**src/logic/ssg_pkg.sv**
```systemverilog
package ssg_pkg;

  // register indices
  localparam logic [7:0] SSG_ADDR_DIVIDER = 8'h12;
  localparam logic [7:0] SSG_ADDR_TRIM    = 8'h4D;
  localparam logic [7:0] SSG_ADDR_PINCFG  = 8'h4F;
  localparam logic [7:0] SSG_ADDR_PINOUT  = 8'h50;

  // reset values
  localparam logic [15:0] SSG_RST_DIVIDER = 16'h0028;
  localparam logic [15:0] SSG_RST_TRIM    = 16'h0098;
  localparam logic [15:0] SSG_RST_PINCFG  = 16'h2090;
  localparam logic [15:0] SSG_RST_PINOUT  = 16'h0000;

  // field positions
  localparam int SSG_BIT_PIN0_IE   = 1;
  localparam int SSG_BIT_SYNC_LO   = 2;
  localparam int SSG_BIT_PIN1_IE   = 5;
  localparam int SSG_BIT_PIN1_OE   = 6;
  localparam int SSG_BIT_PIN1_LVL  = 6;
  localparam int SSG_TRIM_W        = 8;

  // timing
  localparam int SSG_CLK_HZ        = 10_000_000;
  localparam int SSG_SLOW_HZ       = 32_000;
  localparam int SSG_SLOW_CYCLES   = SSG_CLK_HZ / SSG_SLOW_HZ;
  localparam int SSG_TICKS_PER_DIV = 4;

  typedef enum logic [1:0] {
    SSG_SYNC_INTERNAL = 2'b00,
    SSG_SYNC_PIN0     = 2'b01,
    SSG_SYNC_PIN1     = 2'b10,
    SSG_SYNC_RESERVED = 2'b11
  } ssg_sync_type;

  typedef struct packed {
    logic        wr_en;
    logic        rd_en;
    logic [7:0]  addr;
    logic [15:0] wdata;
  } ssg_req_type;

endpackage

```
**src/logic/ssg_top.sv**
```systemverilog
`timescale 1ns/1ps
`default_nettype none
module ssg_top
  import ssg_pkg::*;
#(
  parameter int SLOW_CYCLES = ssg_pkg::SSG_SLOW_CYCLES
) (
  // clock and reset
  input  wire logic                 CLK_SYS,
  input  wire logic                 ARST_N,
  // register port
  input  wire ssg_pkg::ssg_req_type REQ,
  output var  logic [15:0]          RDATA,
  output var  logic                 RVALID,
  // general pins
  input  wire logic                 PIN0_I,
  input  wire logic                 PIN1_I,
  output var  logic                 PIN1_O,
  output var  logic                 PIN1_OE_N,
  output var  logic                 PIN0_IN_EN,
  output var  logic                 PIN1_IN_EN,
  // timing
  output var  logic [7:0]           FAST_CLOCK_TRIM,
  output var  logic                 SAMPLE_START
);
  import ssg_pkg::*;

  typedef struct packed {
    logic [15:0] divider;
    logic [15:0] trim;
    logic [15:0] pincfg;
    logic [15:0] pinout;
    logic [15:0] rdata;
    logic        rvalid;
    logic [15:0] slow_cnt;
    logic [17:0] tick_cnt;
    logic        pin0_prev;
    logic        pin1_prev;
    logic        start;
    logic        pin1_o;
    logic        pin1_oe_n;
  } ssg_state_type;

  localparam ssg_state_type SSG_STATE_RST = '{
    divider:   SSG_RST_DIVIDER,
    trim:      SSG_RST_TRIM,
    pincfg:    SSG_RST_PINCFG,
    pinout:    SSG_RST_PINOUT,
    rdata:     16'h0000,
    rvalid:    1'b0,
    slow_cnt:  16'h0000,
    tick_cnt:  18'h00000,
    pin0_prev: 1'b0,
    pin1_prev: 1'b0,
    start:     1'b0,
    pin1_o:    1'b0,
    pin1_oe_n: 1'b1
  };

  logic          rst_meta_q;
  logic          rst_sync_q;
  ssg_state_type s_q;
  ssg_state_type s_d;

  // named views of the live register fields
  logic          pin0_input_enable;
  logic          pin1_input_enable;
  ssg_sync_type  sample_sync_select;
  logic [15:0]   sample_rate_divider;

  assign pin0_input_enable   = s_q.pincfg[SSG_BIT_PIN0_IE];
  assign pin1_input_enable   = s_q.pincfg[SSG_BIT_PIN1_IE];
  assign sample_sync_select  = ssg_sync_type'(s_q.pincfg[SSG_BIT_SYNC_LO +: 2]);
  assign sample_rate_divider = s_q.divider;

  // reset release through two flops
  // assertion acts at once; release waits two edges so no flop sees a runt
  always_ff @(posedge CLK_SYS or negedge ARST_N) begin
    if (!ARST_N) begin
      rst_meta_q <= 1'b0;
      rst_sync_q <= 1'b0;
    end else begin
      rst_meta_q <= 1'b1;
      rst_sync_q <= rst_meta_q;
    end
  end

  function automatic logic [15:0] read_reg(input ssg_state_type s, input logic [7:0] a);
    logic [15:0] v;
    v = 16'h0000;
    case (a)
      SSG_ADDR_DIVIDER: v = s.divider;
      SSG_ADDR_TRIM:    v = s.trim;
      SSG_ADDR_PINCFG:  v = s.pincfg;
      SSG_ADDR_PINOUT:  v = s.pinout;
      default:          v = 16'h0000;
    endcase
    return v;
  endfunction

  // a low-to-high step between last cycle's sample and this one
  function automatic logic rise_of(input logic prev, input logic now);
    return now & ~prev;
  endfunction

  // a disabled input buffer reads low, so it can never start a sample
  function automatic logic gate_pin(input logic pin, input logic en);
    return pin & en;
  endfunction

  // shared wrap test for the tick divider and the sample period counter
  function automatic logic at_end(input logic [17:0] cnt, input logic [17:0] last);
    return cnt >= last;
  endfunction

  always_comb begin
    logic          slow_tick;
    logic          pin0_edge;
    logic          pin1_edge;
    logic [17:0]   period;
    ssg_sync_type  mode;
    slow_tick = 1'b0;
    pin0_edge = 1'b0;
    pin1_edge = 1'b0;
    period    = 18'h00000;
    mode      = sample_sync_select;
    s_d       = s_q;
    s_d.start = 1'b0;

    // register writes; reserved bits store whatever the host writes
    if (REQ.wr_en) begin
      case (REQ.addr)
        SSG_ADDR_DIVIDER: s_d.divider = REQ.wdata;
        // upper trim byte is reserved, kept as written
        SSG_ADDR_TRIM:    s_d.trim    = REQ.wdata;
        SSG_ADDR_PINCFG:  s_d.pincfg  = REQ.wdata;
        SSG_ADDR_PINOUT:  s_d.pinout  = REQ.wdata;
        default:          s_d.divider = s_q.divider;
      endcase
    end
    // a read beside a write to the same index returns the old word
    s_d.rvalid = REQ.rd_en;
    if (REQ.rd_en) begin
      s_d.rdata = read_reg(s_q, REQ.addr);
    end

    // input buffers gate the pins, so a disabled input never triggers
    s_d.pin0_prev = gate_pin(PIN0_I, pin0_input_enable);
    s_d.pin1_prev = gate_pin(PIN1_I, pin1_input_enable);
    pin0_edge     = rise_of(s_q.pin0_prev, s_d.pin0_prev);
    pin1_edge     = rise_of(s_q.pin1_prev, s_d.pin1_prev);

    // 32 kHz enable from the system clock; 10 MHz is not an exact multiple
    if (at_end(18'(s_q.slow_cnt), 18'(SLOW_CYCLES - 1))) begin
      s_d.slow_cnt = 16'h0000;
      slow_tick    = 1'b1;
    end else begin
      s_d.slow_cnt = s_q.slow_cnt + 16'h0001;
    end

    period = 18'(sample_rate_divider) * 18'(SSG_TICKS_PER_DIV);
    case (mode)
      SSG_SYNC_INTERNAL: begin
        // a divider of zero stops sampling rather than running flat out
        if (slow_tick && period != 18'h00000) begin
          if (at_end(s_q.tick_cnt, period - 18'h00001)) begin
            s_d.tick_cnt = 18'h00000;
            s_d.start    = 1'b1;
          end else begin
            s_d.tick_cnt = s_q.tick_cnt + 18'h00001;
          end
        end
      end
      SSG_SYNC_PIN0: begin
        s_d.tick_cnt = 18'h00000;
        s_d.start    = pin0_edge;
      end
      SSG_SYNC_PIN1: begin
        s_d.tick_cnt = 18'h00000;
        s_d.start    = pin1_edge;
      end
      default: begin
        // reserved code: no sample cycles
        s_d.tick_cnt = 18'h00000;
      end
    endcase

    // with the driver off the level is held low, never left stale
    s_d.pin1_oe_n = ~s_d.pincfg[SSG_BIT_PIN1_OE];
    s_d.pin1_o    = s_d.pincfg[SSG_BIT_PIN1_OE] & s_d.pinout[SSG_BIT_PIN1_LVL];
  end

  always_ff @(posedge CLK_SYS or negedge rst_sync_q) begin
    if (!rst_sync_q) begin
      s_q <= SSG_STATE_RST;
    end else begin
      s_q <= s_d;
    end
  end

  // RDATA holds the last read word until the next read strobe
  assign RDATA           = s_q.rdata;
  assign RVALID          = s_q.rvalid;
  assign PIN1_O          = s_q.pin1_o;
  assign PIN1_OE_N       = s_q.pin1_oe_n;
  assign PIN0_IN_EN      = s_q.pincfg[SSG_BIT_PIN0_IE];
  assign PIN1_IN_EN      = s_q.pincfg[SSG_BIT_PIN1_IE];
  assign FAST_CLOCK_TRIM = s_q.trim[SSG_TRIM_W-1:0];
  assign SAMPLE_START    = s_q.start;

endmodule
`default_nettype wire

```
**config.mk**
```make
export PLATFORM = sky130hd
export DESIGN_NAME = ssg_top
export DESIGN_NICKNAME = d
export VERILOG_FILES = /design/src/logic/ssg_pkg.sv /design/src/logic/ssg_top.sv
export SDC_FILE = /design/constraint.sdc
export NUM_CORES = 1
export LEC_CHECK = 0
export BUFFER_PORTS_ARGS = -buffer_cell sky130_fd_sc_hd__buf_2
export CORE_MARGIN = 1.5
export CORE_UTILIZATION = 35
export DETAILED_ROUTE_END_ITERATION = 12
export PLACE_DENSITY_LB_ADDON = 0.05
export SETUP_SLACK_MARGIN = 0.15
export SLEW_MARGIN = 20
export SYNTH_ARGS = -nofsm -noshare
export SYNTH_HDL_FRONTEND = slang
export SYNTH_SLANG_ARGS = --single-unit
```
**constraint.sdc**
```tcl
create_clock -name CLK_SYS -period 3.4 [get_ports CLK_SYS]
set_clock_uncertainty 0.05 [all_clocks]
set_input_delay 0.34 -clock CLK_SYS [delete_from_list [all_inputs] [get_ports CLK_SYS]]
set_output_delay 0.34 -clock CLK_SYS [all_outputs]
set_load 0.03 [all_outputs]
```
==> results of run 1 <==
area by class of cell:
class                   count  area [µm²]  share of cell area [%]
clock buffers              21       460.4                   6.368
clock inverters            11       168.9                   2.336
repair buffers             80       471.7                   6.524
flip-flops and latches    122        3069                   42.45
inverters                  26       97.59                   1.350
multi-input cells         333        2688                   37.17
well taps                 220       275.3                   3.807
critical path, stage by stage (launching register included):
cell     delay, ps
dfrtp_2        440
or4_4          510
or3_4          360
nor2_1         120
xnor2_1         90
ha_1           300
nand4_1        140
nor4_2         170
o21ai_1        120
o211a_1        180
buf_4          180
and3_1         160
a221o_1        250
placed cells by master (no fill, tap or decap), types with 3 or more instances in the layout:
cell        instances
dfrtp_1           111
mux2_2             59
buf_2              59
inv_1              26
nor2_1             26
nand2_1            24
a22o_1             24
nand3_1            23
ha_1               20
o22ai_1            19
buf_4              18
clkbuf_16          17
a221oi_1           16
xnor2_1            14
a21oi_1            11
dfstp_2             9
a21o_1              8
conb_1              8
nor3_1              7
and3_1              7
xor2_1              6
nand4_1             6
o21ai_0             5
nor4_1              4
mux2_1              4
clkinvlp_4          4
bufinv_16           4
nor2_2              3
per-stage QoR:
step | std cells | setup slack [ps] | TNS (ps) | area [µm²] | hold WS (ps)
after detailed placement | 778 | -61.31 | -80.73 | 6477 | 77.14
after CTS | 811 | 167.5 | 0 | 7139 | 75.26
after global placement | 778 | 143.7 | 0 | 6477 | 76.41
after floorplan | 525 | 195.0 | 0 | 6010 | -5.591
after global routing | 813 | 21.20 | 0 | 7231 | 113.1
final | 813 | 220.4 | 0 | 7231 | 90.19
registers in the layout, indices dropped and copies added, names as in the netlist:
signal / flops
RVALID: 1
PIN1_O: 1
SAMPLE_START: 1
sample_rate_divider: 16
FAST_CLOCK_TRIM: 8
s_q: 74
PIN0_IN_EN: 1
PIN1_IN_EN: 1
rst_meta_q: 1
rst_sync_q: 1
RDATA: 16
PIN1_OE_N: 1
cell families (layout without fill, tap and decap cells):
group	after synthesis	count (layout)	share of synthesized area, %
adders and majority gates	20	20	4.181
DFF	122	122	51.19
and+or+nand+nor	121	121	10.66
muxes	64	64	12.02
AOI/OAI and AO/OA	100	100	12.79
xor gates and xnor gates	20	20	2.926
other	2	8	0.1255
buffers and inverters	70	138	6.104
where the power goes:
group	total (mW)	internal, mW	switching (mW)	leakage (nW)
registers	1.71	1.56	0.142	1.62
clock network	1.91	1.26	0.651	0.295
logic	0.882	0.399	0.483	1.57
what timing repair did:
item	4_1_cts	5_1_grt
pin swaps	1	5
setup endpoints to repair	15	18
endpoints found under the hold margin	2	0
hold buffers	1	0
setup buffers	0	2
gates resized for setup	8	17
routing by layer:
metal	up-vias	wire (µm)	track usage (%)
li1	1988	-	-
met1	2134	6779	23.17
met2	74	7072	27.69
met3	12	603	4.460
met4	0	176	5.676
met5	-	0	0
how the worst min path moves through the flow:
stage	start	to	slack (ps)	cells after the start
final	PIN0_I	s_q[4]$_DFF_PN0_	90	3
after global placement	ARST_N	rst_meta_q$_DFF_PN0_	80	1
after detailed placement	ARST_N	rst_meta_q$_DFF_PN0_	80	1
after CTS	PIN0_I	s_q[4]$_DFF_PN0_	80	3
after floorplan	ARST_N	rst_meta_q$_DFF_PN0_	-6	0
after global routing	PIN1_I	s_q[3]$_DFF_PN0_	110	3
==> flow_summary.yaml, run 1 <==
routing:
  detail_routed_net_length_per_standard_cell_um: 18.00
  drt_iter0_drc: 217
  detail_route.wirelength_um: 14630
  postRouteAntennaNets: 0
  routed-via-count: 4208
  drc: 0
  vias_per_cell: 5.176
  first_pass_iters: 4
critical_path:
  cp_max_fo: 6
  path_class: "register to register"
  critical_path_source_type: "register"
  rr_worst_depth: 12
  cp_data_required_time_ps: 3650
  critical_path.reg2reg.startpoint: "sample_rate_divider[12]$_DFFE_PN0P_"
  worst_setup_path_endpoint: "s_q[9]$_DFFE_PN0P_"
  endpoint_kind: "register"
  reg2reg_setup_slack_ps: 220
  critPathLaunch: "sample_rate_divider[12]$_DFFE_PN0P_"
  critical_path_arrival_ps: 3430
  worstReg2RegEnd: "s_q[9]$_DFFE_PN0P_"
place:
  detailed_place_hpwl_um: 9808
  place.port_buffers: 59
  gp_congestion: 0.7847
sta:
  achievable-frequency_mhz: 314.5
  finalHoldViolCount: 0
  max_slew.worst_pin.slew_ps: 970.7
  timing.max_slew.rel_slack_pct: 35.13
  setup_violations: 0
  slew_violations: 0
  timing.final.crit_share_pct: 93.52
  unrepaired_setup_endpoints_after_global_routing: "true"
  post-route-min-period_ps: 3180
final_layout:
  nets: 630
  n_fill_cell: 1578
  flow.area_growth_from_synthesis_pct: 20.80
  n_antenna_cell: 0
  final_util_pct: 43.45
  fraction_of_layout_instances_using_a_drive_strength_above_1_pct: 34.40
min_path:
  worstHoldPathType: "input port to register"
clock_tree:
  clk_pin_slew_worst_setup_hold_paths_ps: 50
  cts_inserted_buffers: 17
  clock_sinks: 122
  ctsLongestPathBuffers: 2
  ctsHtreeMaxLevel: 4
  ctsRootBufferMaster: "clkbuf_16"
  clk-insertion-delay-late_ps: 410
  cts_tree: "done"
grt:
  gr-usage-all-layers_pct: 17.38
  globalRouteOverflowTotal: 0
  maximum_number_of_pins_on_one_net_before_global_route_repair: 66
  grt_first_pass_wirelength_um: 23810
  antenna_found_initial: 1
  grt_pass1_vias: 4319
synthesis:
  synth_edf_count: 0
  post_synth_most_frequent_cells: "dfrtp_1 (113), mux2_2 (59), nor2_1 (27)"
  synth.lib_cells_used.distinct: 52
  netlist_area_mm2: 0.005986
  netlist.area_leader.share_pct: 47.24
  netlist.top_cell.by_area: "dfrtp_1"
  ys_seq_elements: 122
  postSynth.topFlopCell: "dfrtp_1"
  postSynth.asyncResetShare_pct: 100.0
  synth_area_leaders: "dfrtp_1 (47%), mux2_2 (11%), ha_1 (4.2%), dfstp_2 (4.0%), a22o_1 (3.5%)"
  syn-instance-count: 519
  ys_warn_count: 0
  ys_seq_area_share_pct: 51.19
  post_synth.cell_area_avg_um2: 11.53
  yosys.cell_count.top_type: "dfrtp_1"
pwr:
  total_power_mw: 4.501
  vdd_drop_max_mv: 0.3473
  cellPowerDensity_mw_per_mm2: 622.5
  p_leak_nw: 3.490
die:
  initial_core_util_pct: 35.97
  ioPinCount: 60
  std_cell_rows: 47
  fp.coreArea_mm2: 0.01664
  design.die.area_mm2: 0.01790
  die-height_um: 133.8
  horizontal_die_dimension_um: 133.8
run:
  cap_viol_max_count: 0
run_status:
  status: "complete, no violations"
(Power assumes the default switching activity.)
==> run 2, diff against run 1 <==
==> constraint.sdc (replaced) <==
create_clock -name CLK_SYS -period 3.95 [get_ports CLK_SYS]
set_clock_uncertainty 0.05 [all_clocks]
set_input_delay 0.395 -clock CLK_SYS [delete_from_list [all_inputs] [get_ports CLK_SYS]]
set_output_delay 0.395 -clock CLK_SYS [all_outputs]
set_load 0.03 [all_outputs]
==> flow_summary.yaml, run 2 (synthesis results as in run 1) <==
run_status:
  status: "complete, no violations"
clock_tree:
  ctsHtreeMaxLevel: 4
  ctsRootBufferMaster: "clkbuf_16"
  clock_sinks: 122
  postCtsSetupRepairBufs: 0
  clk_pin_slew_worst_setup_hold_paths_ps: 50
  clk-insertion-delay-late_ps: 420
  cts_tree: "done"
  cts_inserted_buffers: 17
  ctsLongestPathBuffers: 2
final_layout:
  fraction_of_layout_instances_using_a_drive_strength_above_1_pct: 31.73
  n_fill_cell: 1582
  register_with_the_most_flip_flops: "s_q"
  most-common-layout-cells: "dfrtp_1 (112), mux2_2 (59), buf_2 (59)"
  final_std_cells_w_o_fill: 803
  layout.cell_area.non_filler_mm2: 0.007058
  layout.cells.most_common: "dfrtp_1"
  nets: 620
  largest_reg_flops: 74
  flow.area_growth_from_synthesis_pct: 17.91
  n_antenna_cell: 0
routing:
  first_pass_iters: 5
  detail_route.wirelength_um: 14630
  drc: 0
  routed-via-count: 4170
  drt_iter0_drc: 249
  detail_routed_net_length_per_standard_cell_um: 18.22
  postRouteAntennaNets: 0
  vias_per_cell: 5.193
critical_path:
  critical_path.reg2reg.startpoint: "sample_rate_divider[9]$_DFFE_PN0P_"
  worst_setup_path_endpoint: "s_q[21]$_DFFE_PN0P_"
  critPathTopFamily: "simple AND/OR/NAND/NOR gates"
  cp_max_fo: 13
  rr_worst_depth: 12
  timing.critical_path.buf_inv: 1
  worstReg2RegEnd: "s_q[21]$_DFFE_PN0P_"
  critical_path_arrival_ps: 3660
  endpoint_kind: "register"
  stage_delay_of_the_slowest_cell_on_the_critical_path_ps: 570
  critPathLaunch: "sample_rate_divider[9]$_DFFE_PN0P_"
  cp_data_required_time_ps: 4190
  crit_path_cell_trace: "or4_4 -> or3_4 -> nor2_1 -> xnor2_1 -> ha_1 -> nand4_1 -> nor4_1 -> o21ai_0 -> o211a_2 -> buf_4 -> o211a_1 -> a221o_1"
  reg2reg_setup_slack_ps: 540
  crit_path_slowest_cell: "or4_4"
  path_class: "register to register"
  critical_path_source_type: "register"
  critical_path_cell_count: 12
sta:
  max_slew.worst_pin.slew_ps: 960.4
  finalHoldViolCount: 0
  achievable-frequency_mhz: 293.0
  slew_violations: 0
  post-route-min-period_ps: 3412
  timing.final.crit_share_pct: 86.39
  timing.max_slew.rel_slack_pct: 35.82
  fin_setup_tns_ps: 0
  setup_violations: 0
  unrepaired_setup_endpoints_after_global_routing: "false"
run:
  cap_viol_max_count: 0
place:
  dp_cells: 770
  dpl_cell_area_mm2: 0.006417
  detailed_place_hpwl_um: 9924
  place.port_buffers: 59
  gp_congestion: 0.7751
pwr:
  power_switching_share_pct: 27.42
  seqPwrFrac_pct: 39.6
  power.clock.fraction_pct: 43.3
  power.internal_mw: 2.693
  cellPowerDensity_mw_per_mm2: 525.7
  combPwrFrac_pct: 17.1
  vdd_drop_max_mv: 0.2801
  p_sw_mw: 1.017
  p_leak_nw: 3.401
grt:
  grt_first_pass_wirelength_um: 23530
  grt_pass1_vias: 4187
  globalRouteOverflowTotal: 0
  antenna_found_initial: 0
  maximum_number_of_pins_on_one_net_before_global_route_repair: 70
  gr-usage-all-layers_pct: 17.26
die:
  horizontal_die_dimension_um: 133.8
  design.die.area_mm2: 0.01790
  die-height_um: 133.8
  fp.coreArea_mm2: 0.01664
  ioPinCount: 60
  std_cell_rows: 47
  initial_core_util_pct: 35.97
min_path:
  min_from: "PIN0_I"
  worstHoldPathType: "input port to register"
[run 2: cell types whose count changed in the layout (fill, tap and decap cells not counted), moves of 2 or more]
cell / previous run / this run
buf_4: 18 / 9
clkbuf_8: 2 / 5
clkinvlp_4: 4 / 1
o311ai_0: 0 / 5
o311ai_1: 2 / 0
o311ai_4: 2 / 0
[run 2: worst min path at each step]
stage	endpoint	slack, ps	depth (start not counted)
final	s_q[4]$_DFF_PN0_	150	3
after global routing	s_q[4]$_DFF_PN0_	140	3
after CTS	s_q[4]$_DFF_PN0_	130	3
after detailed placement	rst_meta_q$_DFF_PN0_	130	1
after global placement	rst_meta_q$_DFF_PN0_	130	1
after floorplan	rst_meta_q$_DFF_PN0_	50	0
[run 2: power by group through the flow]
stage | logic, mW | registers (mW) | clock network, mW
3_5_place_dp | 0.633 | 1.49 | 0
4_1_cts | 0.638 | 1.47 | 1.65
5_1_grt | 0.724 | 1.49 | 1.71
3_3_place_gp | 0.620 | 1.49 | 0
2_1_floorplan | 0.470 | 1.46 | 0
6_report | 0.636 | 1.47 | 1.61
[run 2: repair_timing]
item,CTS,global route
resized for setup,0,4
endpoints found under the hold margin,2,0
setup endpoints to repair,0,15
hold buffers,1,0
[run 2: final cells by class]
cell class | count | area [µm²] | area share [%]
Sequential cell | 122 | 3068 | 43.47
Multi-Input combinational cell | 333 | 2606 | 36.93
Clock buffer | 25 | 505.5 | 7.162
Timing Repair Buffer | 70 | 392.9 | 5.566
Tap cell | 220 | 275.3 | 3.900
Clock inverter | 7 | 112.6 | 1.595
Inverter | 26 | 97.59 | 1.383
[run 2: metal layers]
metal,vias to the layer above,share of wire [%],track usage (%)
met2,76,48,27.69
met5,-,0,0
met3,14,3.9,4.384
li1,1977,-,-
met1,2103,46,22.79
met4,0,1.6,5.797
[run 2: worst min-delay path, cell delays in order]
cell and delay [ps]:
buf_2 70, nand2_1 60, inv_1 50
[run 2: stage by stage]
stage	worst slack (ps)	power, mW	utilization [%]	hold slack (ps)
after floorplan	265.2	1.935	-	49.41
after global placement	576.4	2.108	38.56	131.9
after detailed placement	418.9	2.124	38.56	133.1
after CTS	387.7	3.758	42.34	132.5
after global routing	185.6	3.921	42.41	137.3
final	537.6	3.710	42.41	146.9
==> run 3, diff against run 2 <==
--- a/config.mk
+++ b/config.mk
@@ -9,6 +9,7 @@
 export CORE_MARGIN = 1.5
 export CORE_UTILIZATION = 35
 export DETAILED_ROUTE_END_ITERATION = 12
+export MAX_ROUTING_LAYER = met4
 export PLACE_DENSITY_LB_ADDON = 0.05
 export SETUP_SLACK_MARGIN = 0.15
 export SLEW_MARGIN = 20
==> flow_summary.yaml, run 3 (synthesis results as in run 1) <==
final_layout:
  n_antenna_cell: 0
  final_std_cells_w_o_fill: 803
  fraction_of_layout_instances_using_a_drive_strength_above_1_pct: 31.73
  register_area_mm2: 0.003068
  layout.cell_area.non_filler_mm2: 0.007058
  flow.area_growth_from_synthesis_pct: 17.91
  final_util_pct: 42.41
  layout.cells.most_common: "dfrtp_1"
  nets: 620
  register_with_the_most_flip_flops: "s_q"
  multi_input_comb_area_mm2: 0.002606
  largest_reg_flops: 74
  most-common-layout-cells: "dfrtp_1 (112), mux2_2 (59), buf_2 (59)"
  n_fill_cell: 1582
sta:
  unrepaired_setup_endpoints_after_global_routing: "false"
  worst_hold_slack_ps: 142.4
  max_slew.worst_pin.slew_ps: 957.5
  post-route-min-period_ps: 3403
  timing.final.crit_share_pct: 86.16
  fin_setup_tns_ps: 0
  slew_violations: 0
  timing.max_slew.rel_slack_pct: 36.01
  setup_violations: 0
  achievable-frequency_mhz: 293.8
  finalHoldViolCount: 0
  setup_slack_ps: 546.8
place:
  place.port_buffers: 59
  dpl_cell_area_mm2: 0.006417
  dp_cells: 770
  dp_slack_ps: 418.9
  detailed_place_hpwl_um: 9924
  gp_congestion: 0.7857
routing:
  vias_per_cell: 5.193
  drc: 0
  highest-signal-layer: "met4"
  drt_iter0_drc: 320
  detail_routed_net_length_per_standard_cell_um: 18.18
  routed-via-count: 4170
  postRouteAntennaNets: 0
  met2WireLength_um: 7045
  first_pass_iters: 4
  wirelength_met1_um: 6768
  wl_met3_um: 504
  detail_route.wirelength_um: 14600
clock_tree:
  ctsRootBufferMaster: "clkbuf_16"
  clk_pin_slew_worst_setup_hold_paths_ps: 50
  cts_inserted_buffers: 17
  clk-insertion-delay-late_ps: 420
  postCtsSetupRepairBufs: 0
  cts_tree: "done"
  ctsLongestPathBuffers: 2
  ctsHtreeMaxLevel: 4
  clock_sinks: 122
critical_path:
  cp_max_fo: 13
  cp_data_required_time_ps: 4200
  endpoint_kind: "register"
  critical_path_arrival_ps: 3650
  critical_path_source_type: "register"
  path_class: "register to register"
run:
  cap_viol_max_count: 0
grt:
  antenna_found_initial: 0
  grt_pass1_vias: 4195
  globalRouteOverflowTotal: 0
  grt_first_pass_wirelength_um: 23500
  gr-usage-all-layers_pct: 17.76
  maximum_number_of_pins_on_one_net_before_global_route_repair: 70
run_status:
  status: "complete, no violations"
pwr:
  vdd_drop_max_mv: 0.2809
  cellPowerDensity_mw_per_mm2: 525.8
  p_leak_nw: 3.401
  total_power_mw: 3.711
die:
  std_cell_rows: 47
  ioPinCount: 60
  fp.coreArea_mm2: 0.01664
  design.die.area_mm2: 0.01790
  horizontal_die_dimension_um: 133.8
  initial_core_util_pct: 35.97
  die-height_um: 133.8
min_path:
  worstHoldPathType: "input port to register"
-- run 3: cell counts in the layout (fill, tap and decap cells not counted) --
No cell type changed its count.
-- run 3: metal layers --
metal  track usage [%]  vias to the layer above
met3             4.308                       18
met1             22.81                     2099
met5                 -                        -
met4             5.797                        0
met2             27.63                       77
li1                  -                     1976
-- run 3: path summary, 6_finish.rpt --
check | slack, ps | start | cells past startpoint | endpoint
min | 140 | PIN0_I | 3 | s_q[4]$_DFF_PN0_
min in group asynchronous | 240 | ARST_N | 2 | rst_sync_q$_DFF_PN0_
max | 550 | sample_rate_divider[9]$_DFFE_PN0P_ | 12 | s_q[21]$_DFFE_PN0P_
max reg2reg | 550 | sample_rate_divider[9]$_DFFE_PN0P_ | 12 | s_q[21]$_DFFE_PN0P_
min reg2reg | 310 | rst_meta_q$_DFF_PN0_ | 0 | rst_sync_q$_DFF_PN0_
max in group asynchronous | 2660 | rst_sync_q$_DFF_PN0_ | 1 | PIN1_OE_N$_DFF_PN1_
-- run 3: power by group --
part	total, mW	leakage (nW)	switching [mW]	internal (mW)
registers	1.47	1.62	0.122	1.35
logic	0.634	1.48	0.361	0.274
clock network	1.61	0.303	0.536	1.07
-- run 3: worst max-delay path, cell delays in order, from the launching register on --
cell and delay, ps:
dfrtp_1 460, or4_4 570, or3_4 350, nor2_1 120
xnor2_1 80, ha_1 300, nand4_1 110, nor4_1 300
o21ai_0 150, o211a_2 210, buf_4 210, o211a_1 120
a221o_1 250
-- run 3: layout make-up --
class,count,area share [%]
tap,220,3.900
clock inverter,7,1.595
multi-input combinational,333,36.93
inverter,26,1.383
clock buffer,25,7.162
sequential,122,43.47
timing repair buffer,70,5.566
-- run 3: repair_timing --
item,4_1_cts,5_1_grt
endpoints found under the setup margin,0,15
endpoints found under the hold margin,2,0
hold buffers,1,0
resized for setup,0,4
